<file path="src/design/ppoc_pkg.sv">
// ppoc_pkg: constants and types for the downstream port power / overcurrent block
// assumes a 40 MHz core clock and an AXI4-Lite register bus with 32-bit data
package ppoc_pkg;
   localparam int NPORT = 3;
   // register byte offsets
   localparam logic [7:0] REG_CTRL   = 8'h00;
   localparam logic [7:0] REG_STATUS = 8'h04;
   localparam logic [7:0] REG_MASK   = 8'h08;
   localparam logic [7:0] REG_PINS   = 8'h0C;
   // control register fields
   localparam int CTRL_EN_LSB     = 0;
   localparam int CTRL_SPLIT_BIT  = 3;
   localparam int CTRL_SS3_EN_BIT = 4;
   localparam logic [31:0] CTRL_RESET = 32'h0000_0000;
   localparam logic [2:0]  MASK_RESET = 3'h0;
   // pins register fields
   localparam int PINS_OC_LSB   = 0;
   localparam int PINS_PWR_LSB  = 4;
   localparam int PINS_SS3_BIT  = 8;
   // axi responses
   localparam logic [1:0] RESP_OKAY   = 2'h0;
   localparam logic [1:0] RESP_SLVERR = 2'h2;

   typedef struct packed {
      logic [NPORT-1:0] pin_in;
      logic [NPORT-1:0] pin_out;
      logic [NPORT-1:0] pin_oe;
      logic [NPORT-1:0] pullup_en;
   } ppoc_pins_s;

   typedef enum logic [2:0] {
      WR_IDLE = 3'b001,
      WR_RESP = 3'b010,
      WR_HOLD = 3'b100
   } ppoc_wr_e;
endpackage

</file>
<file path="src/design/ppoc_top.sv">
// ppoc_top: power enable / overcurrent sense for downstream ports 1..3 and the
// separate superspeed power enable of port 3 in split mode
// assumes pins are synchronous to I_MCLK; the pad resolves pull-up and drive
`timescale 1ns/1ps

////////////////////////////////////////////////////////////////////////////////
// Operation
// - enabled port: pin is input with internal pull-up, pull-up powers port.
// - enabled port: low level on pin means overcurrent for that port.
// - disabled port: pin becomes output driven low, removing power.
// - port 3 pin governs both halves unless split, then only USB 2.0 half.
// - ports 1 and 2 pins always govern both halves together.
// - split mode: separate active-high output enables port 3 superspeed half.
module ppoc_top
   import ppoc_pkg::*;
(
   // clock and reset
   input  wire  logic              I_MCLK,
   input  wire  logic              I_RSTN,
   // hub control: host-side disable of each port
   input  wire  logic [NPORT-1:0]  I_HOST_PORT_ON,
   // port power pins
   input  wire  logic [NPORT-1:0]  I_PWR_PIN,
   output logic       [NPORT-1:0]  O_PWR_PIN,
   output logic       [NPORT-1:0]  O_PWR_PIN_OE,
   output logic       [NPORT-1:0]  O_PWR_PIN_PU,
   output logic                    O_PORT3_SS_PWR_EN,
   // port state to hub logic
   output logic       [NPORT-1:0]  O_PORT_ACTIVE,
   output logic       [NPORT-1:0]  O_PORT_SS_ACTIVE,
   output logic                    O_IRQ,
   // axi4-lite write address
   input  wire  logic [7:0]        S_AXI_AWADDR,
   input  wire  logic              S_AXI_AWVALID,
   output logic                    S_AXI_AWREADY,
   // axi4-lite write data
   input  wire  logic [31:0]       S_AXI_WDATA,
   input  wire  logic [3:0]        S_AXI_WSTRB,
   input  wire  logic              S_AXI_WVALID,
   output logic                    S_AXI_WREADY,
   // axi4-lite write response
   output logic [1:0]              S_AXI_BRESP,
   output logic                    S_AXI_BVALID,
   input  wire  logic              S_AXI_BREADY,
   // axi4-lite read address
   input  wire  logic [7:0]        S_AXI_ARADDR,
   input  wire  logic              S_AXI_ARVALID,
   output logic                    S_AXI_ARREADY,
   // axi4-lite read data
   output logic [31:0]             S_AXI_RDATA,
   output logic [1:0]              S_AXI_RRESP,
   output logic                    S_AXI_RVALID,
   input  wire  logic              S_AXI_RREADY
);

   function automatic logic mapped(input logic [7:0] a);
      return (a == REG_CTRL) || (a == REG_STATUS) || (a == REG_MASK) || (a == REG_PINS);
   endfunction

   ////////////////////////////////////////////////////////////////////////////
   // register map, one word each, only byte 0 carries bits except pins bit 8:
   //   ctrl   : port enables, split mode, port 3 superspeed enable
   //   status : sticky overcurrent events, write one to clear
   //   mask   : interrupt enables, same layout as status
   //   pins   : live overcurrent, port power, superspeed enable out

   logic [NPORT-1:0]  cfg_en_q;
   logic              split_mode_q;
   logic              ss3_en_q;
   logic [NPORT-1:0]  oc_status_q;
   logic [NPORT-1:0]  oc_mask_q;
   logic [NPORT-1:0]  port_on;
   logic [NPORT-1:0]  oc_now;
   logic [NPORT-1:0]  pin_prev_q;
   ppoc_pins_s        pins;
   logic [NPORT-1:0]  oc_level;

   // awaddr / wdata capture
   logic              aw_have_q;
   logic              w_have_q;
   logic [7:0]        aw_addr_q;
   logic [31:0]       w_data_q;
   logic [3:0]        w_strb_q;
   ppoc_wr_e          wr_st_q;
   logic              wr_fire;
   logic              wr_ok;
   logic [NPORT-1:0]  st_clr;
   logic              wr_lo;
   logic [31:0]       rd_word;

   ////////////////////////////////////////////////////////////////////////////
   // port power pin control

   assign port_on = cfg_en_q & I_HOST_PORT_ON;

   always_comb begin
      pins.pin_in    = I_PWR_PIN;
      pins.pullup_en = port_on;
      pins.pin_oe    = ~port_on;
      pins.pin_out   = '0;
   end

   assign O_PWR_PIN    = pins.pin_out;
   assign O_PWR_PIN_OE = pins.pin_oe;
   assign O_PWR_PIN_PU = pins.pullup_en;

   // sampled only while the port is powered; a disabled pin is our own low drive
   assign oc_level = port_on & ~pins.pin_in;

   // edge detect: a monitor that holds its flag low raises one event, not a stream
   assign oc_now = oc_level & ~pin_prev_q;

   always_ff @(posedge I_MCLK or negedge I_RSTN) begin
      if (!I_RSTN) begin
         pin_prev_q <= '0;
      end else begin
         pin_prev_q <= oc_level;
      end
   end

   // ports 1 and 2 gate both halves; port 3 superspeed half leaves when split
   always_ff @(posedge I_MCLK or negedge I_RSTN) begin
      if (!I_RSTN) begin
         O_PORT_ACTIVE <= '0;
      end else begin
         O_PORT_ACTIVE <= port_on;
      end
   end

   always_ff @(posedge I_MCLK or negedge I_RSTN) begin
      if (!I_RSTN) begin
         O_PORT_SS_ACTIVE <= '0;
      end else begin
         O_PORT_SS_ACTIVE[1:0] <= port_on[1:0];
         O_PORT_SS_ACTIVE[2]   <= split_mode_q ? ss3_en_q : port_on[2];
      end
   end

   // the separate enable stays low outside split mode, where the pin owns both halves
   always_ff @(posedge I_MCLK or negedge I_RSTN) begin
      if (!I_RSTN) begin
         O_PORT3_SS_PWR_EN <= 1'b0;
      end else begin
         O_PORT3_SS_PWR_EN <= split_mode_q & ss3_en_q;
      end
   end

   ////////////////////////////////////////////////////////////////////////////
   // overcurrent status and interrupt
   // set wins: an event in the cycle of a write-one clear is kept

   always_ff @(posedge I_MCLK or negedge I_RSTN) begin
      if (!I_RSTN) begin
         oc_status_q <= '0;
      end else begin
         oc_status_q <= (oc_status_q & ~st_clr) | oc_now;
      end
   end

   assign O_IRQ = |(oc_status_q & oc_mask_q);

   ////////////////////////////////////////////////////////////////////////////
   // axi4-lite write channel

   assign S_AXI_AWREADY = (wr_st_q == WR_IDLE) && !aw_have_q;
   assign S_AXI_WREADY  = (wr_st_q == WR_IDLE) && !w_have_q;
   assign wr_fire       = (wr_st_q == WR_IDLE) && aw_have_q && w_have_q;
   assign wr_ok         = mapped(aw_addr_q);
   // a write to a mapped offset without byte 0 enabled still answers okay but changes nothing
   assign wr_lo         = wr_fire && w_strb_q[0];
   assign st_clr = (wr_lo && aw_addr_q == REG_STATUS) ? w_data_q[NPORT-1:0] : '0;

   // address and data are taken in either order; the write fires once both are held
   always_ff @(posedge I_MCLK or negedge I_RSTN) begin
      if (!I_RSTN) begin
         aw_have_q <= 1'b0;
         aw_addr_q <= 8'h00;
      end else begin
         if (S_AXI_AWVALID && S_AXI_AWREADY) begin
            aw_have_q <= 1'b1;
            aw_addr_q <= S_AXI_AWADDR;
         end else if (wr_fire) begin
            aw_have_q <= 1'b0;
         end
      end
   end

   always_ff @(posedge I_MCLK or negedge I_RSTN) begin
      if (!I_RSTN) begin
         w_have_q <= 1'b0;
         w_data_q <= 32'h0000_0000;
         w_strb_q <= 4'h0;
      end else begin
         if (S_AXI_WVALID && S_AXI_WREADY) begin
            w_have_q <= 1'b1;
            w_data_q <= S_AXI_WDATA;
            w_strb_q <= S_AXI_WSTRB;
         end else if (wr_fire) begin
            w_have_q <= 1'b0;
         end
      end
   end

   always_ff @(posedge I_MCLK or negedge I_RSTN) begin
      if (!I_RSTN) begin
         wr_st_q <= WR_IDLE;
      end else begin
         case (wr_st_q)
            WR_IDLE: begin
               if (wr_fire) begin
                  wr_st_q <= WR_RESP;
               end
            end
            WR_RESP: begin
               if (S_AXI_BREADY) begin
                  wr_st_q <= WR_IDLE;
               end
            end
            default: begin
               wr_st_q <= WR_IDLE;
            end
         endcase
      end
   end

   // response is held until the master takes it; an unmapped offset is refused
   always_ff @(posedge I_MCLK or negedge I_RSTN) begin
      if (!I_RSTN) begin
         S_AXI_BVALID <= 1'b0;
         S_AXI_BRESP  <= RESP_OKAY;
      end else if (wr_fire) begin
         S_AXI_BVALID <= 1'b1;
         S_AXI_BRESP  <= wr_ok ? RESP_OKAY : RESP_SLVERR;
      end else if (S_AXI_BREADY) begin
         S_AXI_BVALID <= 1'b0;
      end
   end

   // control register
   always_ff @(posedge I_MCLK or negedge I_RSTN) begin
      if (!I_RSTN) begin
         cfg_en_q     <= CTRL_RESET[CTRL_EN_LSB +: NPORT];
         split_mode_q <= CTRL_RESET[CTRL_SPLIT_BIT];
         ss3_en_q     <= CTRL_RESET[CTRL_SS3_EN_BIT];
      end else if (wr_lo && aw_addr_q == REG_CTRL) begin
         cfg_en_q     <= w_data_q[CTRL_EN_LSB +: NPORT];
         split_mode_q <= w_data_q[CTRL_SPLIT_BIT];
         ss3_en_q     <= w_data_q[CTRL_SS3_EN_BIT];
      end
   end

   // interrupt mask register
   always_ff @(posedge I_MCLK or negedge I_RSTN) begin
      if (!I_RSTN) begin
         oc_mask_q <= MASK_RESET;
      end else if (wr_lo && aw_addr_q == REG_MASK) begin
         oc_mask_q <= w_data_q[NPORT-1:0];
      end
   end

   ////////////////////////////////////////////////////////////////////////////
   // axi4-lite read channel

   // one read at a time: a new address waits until the data has been taken
   assign S_AXI_ARREADY = !S_AXI_RVALID;

   // read word assembled combinationally, registered on the address handshake
   always_comb begin
      rd_word = 32'h0000_0000;
      case (S_AXI_ARADDR)
         REG_CTRL: begin
            rd_word[CTRL_EN_LSB +: NPORT] = cfg_en_q;
            rd_word[CTRL_SPLIT_BIT]       = split_mode_q;
            rd_word[CTRL_SS3_EN_BIT]      = ss3_en_q;
         end
         REG_STATUS: rd_word[NPORT-1:0] = oc_status_q;
         REG_MASK:   rd_word[NPORT-1:0] = oc_mask_q;
         REG_PINS: begin
            rd_word[PINS_OC_LSB +: NPORT]  = oc_level;
            rd_word[PINS_PWR_LSB +: NPORT] = port_on;
            rd_word[PINS_SS3_BIT]          = O_PORT3_SS_PWR_EN;
         end
         default: rd_word = 32'h0000_0000;
      endcase
   end

   always_ff @(posedge I_MCLK or negedge I_RSTN) begin
      if (!I_RSTN) begin
         S_AXI_RVALID <= 1'b0;
         S_AXI_RDATA  <= 32'h0000_0000;
         S_AXI_RRESP  <= RESP_OKAY;
      end else if (S_AXI_ARVALID && S_AXI_ARREADY) begin
         S_AXI_RVALID <= 1'b1;
         S_AXI_RRESP  <= mapped(S_AXI_ARADDR) ? RESP_OKAY : RESP_SLVERR;
         S_AXI_RDATA  <= rd_word;
      end else if (S_AXI_RREADY) begin
         S_AXI_RVALID <= 1'b0;
      end
   end

endmodule

</file>
<file path="config.mk">
export PLATFORM = sky130hd
export DESIGN_NAME = ppoc_top
export DESIGN_NICKNAME = d
export VERILOG_FILES = /design/src/design/ppoc_pkg.sv /design/src/design/ppoc_top.sv
export SDC_FILE = /design/constraint.sdc
export NUM_CORES = 1
export LEC_CHECK = 0
export BUFFER_PORTS_ARGS = -buffer_cell sky130_fd_sc_hd__buf_2
export CORE_MARGIN = 2
export CORE_UTILIZATION = 25
export DETAILED_ROUTE_END_ITERATION = 12
export MAX_ROUTING_LAYER = met4
export PLACE_DENSITY = 0.53
export RECOVER_POWER = 100
export SLEW_MARGIN = 10
export SYNTH_ARGS = -nofsm -noshare
export SYNTH_HDL_FRONTEND = slang
export SYNTH_SLANG_ARGS = --single-unit
</file>
<file path="constraint.sdc">
create_clock -name I_MCLK -period 2.1 [get_ports I_MCLK]
set_input_delay 0.525 -clock I_MCLK [delete_from_list [all_inputs] [get_ports I_MCLK]]
set_output_delay 0.525 -clock I_MCLK [all_outputs]
set_load 0.02 [all_outputs]
</file>
Word-level counts from Yosys, hierarchy flattened
Cells that the tools add are included.
{"block": "totals", "reg_bits": 54, "mem_bits_rw": 0, "latchBits": 0, "elab_cells": 88, "mem_count": 0, "input_bits": 65, "out_inout_bits": 58, "romBits": 0}
{"block": "op_classes", "n_shift": 0, "div": 0, "n_reduce_logical": 28, "n_eq_ne": 10, "multipliers": 0, "n_lt_le_gt_ge": 0, "bitwise_logic": 11, "addsub": 0, "n_mux": 19}
{"op": "$eq A8 B4 Y1 const B", "count": 4}
{"op": "$eq A8 B3 Y1 const B", "count": 2}
{"op": "$logic_not A8 Y1", "count": 2}
{"op": "$and A3 B3 Y3", "count": 5}
{"op": "$not A3 Y3", "count": 4}
{"op": "$pmux W3 S4", "count": 1}
{"op": "$logic_and A1 B1 Y1", "count": 11}
{"op": "$mux W1", "count": 10}
{"op": "$mux W3", "count": 3}
{"op": "$reduce_bool A2 Y1", "count": 4}
{"op": "$logic_or A1 B1 Y1", "count": 6}
{"op": "$mux W2", "count": 3}
{"op": "$pmux W3 S2", "count": 1}
{"op": "$ne A2 B2 Y1 const B", "count": 2}
{"op": "$eq A3 B1 Y1 const B", "count": 1}
{"op": "$eq A3 B2 Y1 const B", "count": 1}
{"op": "$logic_not A1 Y1", "count": 3}
{"op": "$or A3 B3 Y3", "count": 1}
{"op": "$reduce_or A3 Y1", "count": 1}
{"op": "$pmux W1 S2", "count": 1}
{"op": "$reduce_and A2 Y1", "count": 1}
{"op": "$and A1 B1 Y1", "count": 1}

Depth between registers and ports, before layout
Gate-level depths: netlist of the first run.
{"block": "depth", "depth_word": 9, "ltp_mapped": 5, "mapped_depth_nobuf": 4}

Least setup slack after synthesis of the first run
No wires, ideal clock.
{"block": "synth_path", "kind": "reg-to-reg", "from": "register aw_addr_q[1]", "to": "register oc_mask_q[0]", "t_required_ns": 1.975, "setup_ns": 0.125, "arrival_ns": 1.978, "synth_period_minus_slack_ns": 2.102, "path_slack_ns": -0.002, "path_buffers": 0, "stages_incl_launch_ff": 5, "cell_sequence": "dfrtp_1 or4_4 or4_4 nor3b_4 mux2_2"}
{"block": "synth_via", "elab_chain_cells": 2}
{"element": "from (decl)", "line_no": "ppoc_top.sv:81", "source": "logic [7:0] aw_addr_q;"}
{"element": "from (signal assigned)", "line_no": "ppoc_top.sv:177", "source": "aw_addr_q <= 8'h00;"}
{"element": "from (signal assigned)", "line_no": "ppoc_top.sv:181", "source": "aw_addr_q <= S_AXI_AWADDR;"}
{"element": "$eq A8 B4 Y1", "line_no": "ppoc_top.sv:256", "source": "end else if (wr_lo && aw_addr_q == REG_MASK) begin"}
{"element": "$logic_and A1 B1 Y1", "line_no": "ppoc_top.sv:256"}
{"element": "to (signal assigned)", "line_no": "ppoc_top.sv:257", "source": "oc_mask_q <= w_data_q[NPORT-1:0];"}
{"element": "to (decl)", "line_no": "ppoc_top.sv:71", "source": "logic [NPORT-1:0] oc_mask_q;"}
No other way between the ends.
A chain may end at the register's enable or synchronous reset.

Final worst setup path of the first run
Ends and elaborated chain as after synthesis.

==> impl_metrics.json, run 1 <==
{
  "status": "finished, violations left",
  "violations": "setup timing",
  "synthToLayoutAreaGrowth_pct": 17.4,
  "synthMostInstantiatedCell": "dfrtp_1",
  "maxCapViolCount": 0,
  "die_w_um": 99.2,
  "reg2reg_depth": 4,
  "io_pins": 123,
  "dieArea_mm2": 0.00983,
  "crit_cells": 4,
  "critPathArrivalTime_ns": 2.40,
  "critical_path_required_ns": 2.30,
  "max_stage_delay_ns": 0.55,
  "drt-initial-drc-count": 45,
  "grt_usage_pct": 10.0,
  "layout.nets": 334,
  "slowest_stage": "or4_4",
  "post_dp_cell_area_mm2": 0.00261,
  "met3_length_um": 235,
  "setup_violations": 8,
  "synth_area_per_cell_um2": 11.3,
  "wl_met2_um": 2120,
  "critPathMaxFanout": 3,
  "path_clk_slew_ns": 0.10,
  "pre_cts_slack_ns": -0.104,
  "p_leak_nw": 1.28,
  "cts.htree.levels": 2,
  "place_hpwl_um": 3650,
  "synthFlopType": "dfrtp_1",
  "grt_max_degree": 21,
  "synth.top_cell.area_share_pct": 53.1,
  "rows": 34,
  "initial_core_util_pct": 25.8,
  "max-slew-margin-rel_pct": 35.8,
  "synthArstFlopShare_pct": 100,
  "antenna_cells": 0,
  "timing.critical_path.buf_inv": 0,
  "rsz0062_at_grt": "true",
  "post_drt_wl_per_cell_um": 12.3,
  "wl_um": 4630,
  "vdd_ir_drop_max_mv": 0.263,
  "ant_nets": 0,
  "hold_path_class": "input port to async pin",
  "crit_family": "simple AND/OR/NAND/NOR gates",
  "clock-sinks": 49,
  "ys_warn_count": 0,
  "period_needed_ns": 2.20,
  "max_freq_mhz": 454,
  "worstSetupPathType": "flop to flop",
  "dieHeight_um": 99.2,
  "synth_common_cells": "dfrtp_1 (48), buf_4 (31), mux2_2 (24), nand2_1 (17), o21ai_0 (14)",
  "post-route-period-util_pct": 105,
  "core_area_mm2": 0.00876,
  "cts_buffers": 5,
  "vias_per_cell": 4.14,
  "yosysTopAreaCell": "dfrtp_1",
  "syn-cell-area_mm2": 0.00226,
  "worstSetupStartpointType": "flop",
  "port-buffer-count": 63,
  "final_area_mm2": 0.00266,
  "cts-root-buf": "clkbuf_8",
  "worstSkewPairLatency_ns": 0.30,
  "hold_viol": 0,
  "drive_gt1_share_pct": 27.0,
  "synth_edf_count": 0,
  "path_cells": "or4_4 > or4_4 > nor3b_4 > mux2_2",
  "drv_slew": 0,
  "antenna_found_initial": 0,
  "cp-end-kind": "flop",
  "route.detailed.drc": 0,
  "worst_slew_pin_slew_ns": 0.963,
  "synth-seq-cells": 49,
  "yosysSeqAreaShare_pct": 54.2,
  "yosys.cell_types.count": 34,
  "syn_inst": 201,
  "cts-hold-fix-buffers": 0,
  "routabilityCongestion": 0.769,
  "vias": 1564,
  "finalClockSkew_ns": 0.00593,
  "ctsResizeCount": 0,
  "cpMostUsedCell": "or4_4",
  "grt_pass1_wl_um": 7600,
  "drt-pass1-iter-count": 4,
  "gr-total-overflow": 0,
  "top_layer": "met4",
  "cts_buffer_depth": 2,
  "drt-met1-wl_um": 2210,
  "synthTopCellsByArea": "dfrtp_1 (53%), mux2_2 (12%), buf_4 (10%), o21ai_0 (3.1%), nand2_1 (2.8%)",
  "grt_pass1_vias": 1550,
  "fin_hold_ws_ns": 0.343,
  "power-per-cell-area_mw_per_mm2": 1020,
  "tritoncts": "built",
  "setup_ws_ns": -0.104
}
==> repair_timing <==
item,in CTS,in global routing
pin swaps,0,0
hold endpoints to repair,0,0
buffers inserted,0,0
setup endpoints to repair,8,8
==> flip-flops by register name, summed over array words and instances, names as in the netlist, 2 cells and up <==
signal / count
w_data_q: 5
oc_status_q: 3
cfg_en_q: 3
S_AXI_RDATA: 8
O_PORT_SS_ACTIVE: 3
oc_mask_q: 3
aw_addr_q: 8
wr_st_q: 2
pin_prev_q: 3
==> final timing paths <==
kind                               startpoint             end  slack (ns)
max in group asynchronous              I_RSTN  S_AXI_RDATA[8]        0.65
worst min register to register  pin_prev_q[1]  oc_status_q[1]        0.46
worst min-delay path                   I_RSTN    aw_addr_q[4]        0.34
worst max register to register   aw_addr_q[1]    oc_mask_q[0]       -0.10
min in group I_MCLK              I_PWR_PIN[1]   pin_prev_q[1]        0.39
worst max-delay path             aw_addr_q[1]    oc_mask_q[0]       -0.10
==> placed cells by master, fill, tap and decap left out, drive strengths merged, types with 2 or more instances in the layout <==
cell type  synthesis  layout
nand3b             2       2
and2               4       4
buf               31      34
conb               1      29
nand2             17      17
nor3b              2       2
inv               10      12
or4                3       3
o31ai              4       4
o21ai             14      14
a21oi              5       5
a21o               2       2
clkbuf             5      40
nor2               9       9
mux2              24      24
nor3               6       6
dfrtp             48      48
==> metal layers <==
layer	up-vias	global-route usage [%]
met2	59	15.9
met5	-	-
met3	7	2.60
met1	740	12.6
met4	0	3.16
li1	758	-
==> per-stage QoR <==
step           power [mW]  TNS [ns]  instances  util (%)
2_1_floorplan        1.96  -0.00737        229         -
3_3_place_gp         2.15    -0.738        370      29.8
3_5_place_dp         2.18    -0.782        370      29.8
4_1_cts              2.78    -0.842        378      30.9
5_1_grt              2.90     -1.09        378      30.3
6_report             2.72    -0.726        378      30.3
==> power by group <==
| group | internal (mW) | switching (mW) | total, mW |
|---|---|---|---|
| sequential | 1.19 | 0.189 | 1.38 |
| clock | 0.249 | 0.343 | 0.593 |
| combinational | 0.332 | 0.411 | 0.743 |
==> worst reg2reg max path, cell delays in order, from the launching register on <==
cell     delay (ns)
dfrtp_1        0.39
or4_4          0.55
or4_4          0.54
nor3b_4        0.26
mux2_2         0.37
==> cell type report <==
type | count | area, um^2
clock buffers | 5 | 68.8
clock inverters | 3 | 28.8
fillers | 943 | 6110
inverters | 10 | 37.5
multi-input cells | 134 | 852
flip-flops and latches | 49 | 1230
well taps | 108 | 135
repair buffers | 69 | 307
==> kinds of logic (layout without fill, tap and decap cells) <==
| group | Yosys count | after routing | synth area share (%) |
|---|---|---|---|
| simple gates | 51 | 51 | 12.7 |
| flops | 49 | 49 | 54.2 |
| buf+inv | 46 | 87 | 12.8 |
| compound gates | 29 | 29 | 7.79 |
| mux | 25 | 25 | 12.4 |
| other cells | 1 | 29 | 0.166 |
Note: power is estimated with default switching activity, not from simulation.
==> inputs of run 2 (changes only) <==
- CORE_UTILIZATION: 25 -> 24
- PLACE_DENSITY: 0.53 -> 0.51
==> run 2 against run 1 <==
Compared with the run above: the run still ends with setup timing left; register-to-register slack improved by 0.02 ns; hold slack improved by 0.058 ns; clock-buffer cell count increased by 2; critical path depth increased by 1; maximum frequency increased by 1.0%; via count decreased by 0.45%.
==> impl_metrics.json, run 2 (synthesized netlist as in run 1, its figures left out) <==
{
  "dieArea_mm2": 0.0102,
  "port-buffer-count": 63,
  "worstSetupPathType": "flop to flop",
  "ctsResizeCount": 0,
  "postLayoutCoreUtil_pct": 29.3,
  "tritoncts": "built",
  "setup_violations": 8,
  "critical_path_required_ns": 2.29,
  "period_needed_ns": 2.18,
  "mostFrequentLayoutCell": "dfrtp_1",
  "cts-root-buf": "clkbuf_8",
  "grt_pass1_wl_um": 7450,
  "worstSetupStartpointType": "flop",
  "antenna_found_initial": 0,
  "cts_buffers": 5,
  "die_w_um": 101,
  "final_cell_mix": "dfrtp_1 (48), buf_2 (34), clkbuf_1 (32), conb_1 (29), mux2_2 (24)",
  "drv_slew": 0,
  "dieHeight_um": 101,
  "vdd_ir_drop_max_mv": 0.513,
  "rsz0062_at_grt": "true",
  "drt-pass1-iter-count": 4,
  "violations": "setup timing",
  "gr-total-overflow": 0,
  "route.detailed.drc": 0,
  "grt_pass1_vias": 1525,
  "wl_um": 4550,
  "setup_ws_ns": -0.0814,
  "status": "finished, violations left",
  "cts_buffer_depth": 2,
  "cts.htree.levels": 2,
  "synthToLayoutAreaGrowth_pct": 18.9,
  "post-route-period-util_pct": 104,
  "hold_path_class": "input port to flop",
  "power-per-cell-area_mw_per_mm2": 1020,
  "grt_max_degree": 50,
  "max-slew-margin-rel_pct": 19.9,
  "rows": 35,
  "path_clk_slew_ns": 0.09,
  "core_area_mm2": 0.00920,
  "post_drt_wl_per_cell_um": 11.8,
  "finalClockSkew_ns": 0.00690,
  "ant_nets": 0,
  "worst_slew_pin_slew_ns": 1.20,
  "worstSkewPairLatency_ns": 0.30,
  "place_hpwl_um": 3500,
  "dp.cells": 376,
  "p_leak_nw": 1.30,
  "vias_per_cell": 4.05,
  "critPathMaxFanout": 3,
  "fin_cells": 384,
  "initial_core_util_pct": 24.6,
  "max_freq_mhz": 458,
  "top_regs": "S_AXI_RDATA: 8 flops, aw_addr_q: 8 flops, w_data_q: 5 flops",
  "vias": 1557,
  "maxCapViolCount": 0,
  "hold_viol": 0,
  "drt-initial-drc-count": 44,
  "cp-end-kind": "flop",
  "io_pins": 123,
  "pre_cts_slack_ns": -0.0934,
  "critPathArrivalTime_ns": 2.37,
  "drive_gt1_share_pct": 28.2,
  "fillers": 1002,
  "routabilityCongestion": 0.719,
  "layout.nets": 337,
  "antenna_cells": 0,
  "clock-sinks": 49,
  "grt_usage_pct": 9.57
}
[run 2: final cells by class]
class                      count  area (um^2)  area share (%)
clock buffer                   7         96.3            3.58
clock inverter                 1         5.00           0.186
inverter                      10         37.5            1.40
multi-input combinational    134          852            31.7
sequential                    49         1230            45.6
tap                          111          139            5.16
timing repair buffer          72          333            12.4
[run 2: through the flow]
step	total power, mW	instance area [um^2]	setup TNS, ns	hold WS, ns
floorplan	1.96	2370	-0.00737	0.229
global placement	2.16	2650	-0.590	0.442
detailed placement	2.19	2650	-0.654	0.436
CTS	2.81	2750	-0.778	0.202
global route	2.93	2690	-1.16	0.387
finish	2.74	2690	-0.629	0.401
[run 2: timing repair]
item | 4_1_cts | 5_1_grt
setup endpoints to repair | 8 | 8
hold buffers | 0 | 0
buffers inserted | 0 | 0
[run 2: power breakdown]
part | switching, mW | internal (mW)
Combinational | 0.408 | 0.340
Sequential | 0.187 | 1.19
Clock | 0.311 | 0.298
[run 2: metal layers]
layer	wire length [um]	GRT usage [%]	part of all wire, %
met1	2160	12.4	47
met2	1970	14.4	43
met5	0	-	0
met3	403	3.12	8.9
met4	15	2.49	0.33
[run 2: worst paths after layout]
path,start,end,slack (ns),depth (start not counted)
min in group asynchronous,I_RSTN,S_AXI_BRESP[1],0.54,2
setup reg to reg,aw_addr_q[1],split_mode_q,-0.08,5
setup / recovery,aw_addr_q[1],split_mode_q,-0.08,5
hold reg to reg,pin_prev_q[1],oc_status_q[1],0.47,1
max in group asynchronous,I_RSTN,S_AXI_RDATA[4],0.83,2
hold / removal,I_PWR_PIN[0],pin_prev_q[0],0.40,2
[run 2: critical path, stage by stage, from the launching register on]
cell and delay, ns:
dfrtp_1 0.39, or4_4 0.54, or4_4 0.53, nor3_4 0.15, buf_4 0.15, mux2_2 0.32
==> inputs of run 3 (changes only) <==
- CORE_UTILIZATION: 24 -> 35
- PLACE_DENSITY: 0.51 -> 0.66
- clock period: 2.1 -> 2.4 ns (I/O delays scaled with it)
==> run 3 against run 2 <==
Compared with the run above: the flow finishes with violations (capacitance limit, slew limit); first-iteration DRC count up 86%; utilization is 12 points higher; clock-buffer cell count shrank 1; combinational power is 17% lower; sequential power shrank 13%; power fell by 12%; sequential cell count unchanged; die area shrank 30%; final area is 3.2% lower; sequential share of layout area increased by 1.5 points; wire length down 5.1%; cell count down 10%; critical path type unchanged.
==> impl_metrics.json, run 3 (synthesized netlist as in run 1, its figures left out) <==
{
  "status": "finished, violations left",
  "violations": "capacitance limit, slew limit",
  "drt-pass1-iter-count": 4,
  "post-route-period-util_pct": 93.2,
  "dieArea_mm2": 0.00713,
  "vias": 1566,
  "critical_path_required_ns": 2.59,
  "p_leak_nw": 1.27,
  "period_needed_ns": 2.24,
  "hold_viol": 0,
  "seq_power_share_pct": 49.6,
  "power-per-cell-area_mw_per_mm2": 926,
  "drive_gt1_share_pct": 25.8,
  "pwr-share-clk_pct": 24.5,
  "maxCapViolCount": 1,
  "max-slew-margin-rel_pct": -13.8,
  "setup_violations": 0,
  "synthToLayoutAreaGrowth_pct": 15.1,
  "mostFrequentLayoutCell": "dfrtp_1",
  "top_regs": "S_AXI_RDATA: 8 flops, aw_addr_q: 8 flops, w_data_q: 5 flops",
  "initial_core_util_pct": 35.9,
  "hold_path_class": "flop to flop",
  "grt_pass1_wl_um": 7210,
  "r2r_end": "oc_mask_q[1]",
  "critPathMaxFanout": 3,
  "drt-initial-drc-count": 82,
  "critPathArrivalTime_ns": 2.43,
  "r2r_slack_ns": 0.16,
  "combPwrFrac_pct": 25.8,
  "route.detailed.drc": 0,
  "gr-total-overflow": 0,
  "port-buffer-count": 63,
  "core_area_mm2": 0.00631,
  "cts.htree.levels": 2,
  "dieHeight_um": 84.4,
  "antenna_cells": 0,
  "holdPathEnd": "oc_status_q[1]",
  "max_freq_mhz": 447,
  "internal_power_mw": 1.63,
  "grt_pass1_vias": 1485,
  "cts-hold-fix-buffers": 0,
  "cp-end-kind": "flop",
  "ant_nets": 0,
  "reg2reg_depth": 4,
  "grt_usage_pct": 13.0,
  "vdd_ir_drop_max_mv": 0.271,
  "layout.nets": 331,
  "hold_depth": 1,
  "cts_buffers": 5,
  "hp-start": "pin_prev_q[1]",
  "setup-tns-final_ns": 0,
  "vias_per_cell": 4.55,
  "final_cell_mix": "dfrtp_1 (48), clkbuf_1 (33), buf_2 (33), conb_1 (29), mux2_2 (24)",
  "worst_slew_pin_slew_ns": 1.71,
  "antenna_found_initial": 0,
  "ctsResizeCount": 0,
  "cts-root-buf": "clkbuf_8",
  "die_w_um": 84.4,
  "path_clk_slew_ns": 0.09,
  "cts_buffer_depth": 2,
  "fin_hold_ws_ns": 0.445,
  "switching_share_pct": 32.6,
  "io_pins": 123,
  "rr_startpoint": "aw_addr_q[1]",
  "tritoncts": "built",
  "rsz0062_at_grt": "false",
  "drv_slew": 33,
  "postCtsSetupRepairBufs": 0,
  "wl_um": 4320,
  "post_drt_wl_per_cell_um": 12.6,
  "worstSkewPairLatency_ns": 0.31,
  "p_switching_mw": 0.785,
  "place_hpwl_um": 3280,
  "worstSetupPathType": "flop to flop",
  "routabilityCongestion": 0.736,
  "rows": 29,
  "finalClockSkew_ns": 0.00820,
  "clock-sinks": 49,
  "grt_max_degree": 33,
  "worstSetupStartpointType": "flop"
}
[run 3: cell types whose count changed in the layout (fill, tap and decap cells not counted), sizes merged]
cell / change
bufinv: +1
buf: -6
clkbuf: -1
[run 3: worst max path at each step]
stage / to / start / cells after the start / slack [ns]
finish: oc_mask_q[1] / aw_addr_q[1] / 4 / 0.16
floorplan: oc_mask_q[0] / aw_addr_q[1] / 4 / 0.30
global placement: split_mode_q / aw_addr_q[1] / 4 / 0.19
detailed placement: cfg_en_q[1] / aw_addr_q[1] / 4 / 0.18
CTS: cfg_en_q[1] / aw_addr_q[1] / 4 / 0.16
global route: oc_mask_q[1] / aw_addr_q[1] / 4 / 0.05
[run 3: final cells by class]
cell class	count	area, um^2
sequential	49	1230
tap	77	96.3
fill	636	3710
inverter	10	37.5
clock buffer	6	72.6
multi-input combinational	134	842
clock inverter	2	38.8
timing repair buffer	66	290
[run 3: worst max-delay path, stage by stage, from the launching register on]
cell and delay (ns):
dfrtp_1 0.38, or4_1 0.57, or4_4 0.53, nor3b_2 0.28, mux2_2 0.37
[run 3: power groups by stage]
stage          registers (mW)  logic (mW)  clock network, mW
2_1_floorplan            1.21       0.499                  0
3_3_place_gp             1.21       0.642                  0
3_5_place_dp             1.22       0.659                  0
4_1_cts                  1.21       0.659              0.599
5_1_grt                  1.23       0.702              0.641
6_report                 1.20       0.622              0.592
[run 3: routing by layer]
layer	up-vias	wire length, um	part of all wire [%]	track usage, %
met5	-	0	0	-
met2	60	2010	47	20.1
met3	6	262	6.1	2.85
met4	0	68	1.6	4.33
li1	751	-	-	-
met1	749	1980	46	17.2
[run 3: per-stage QoR]
step / util, % / instances / total power [mW] / instance area [um^2] / setup WS [ns]
after floorplan: - / 229 / 1.71 / 2370 / 0.298
after global routing: 41.3 / 344 / 2.57 / 2610 / 0.0545
after global placement: 40.4 / 336 / 1.85 / 2550 / 0.187
final: 41.3 / 344 / 2.41 / 2610 / 0.163
after CTS: 42.2 / 344 / 2.46 / 2660 / 0.160
after detailed placement: 40.4 / 336 / 1.88 / 2550 / 0.176
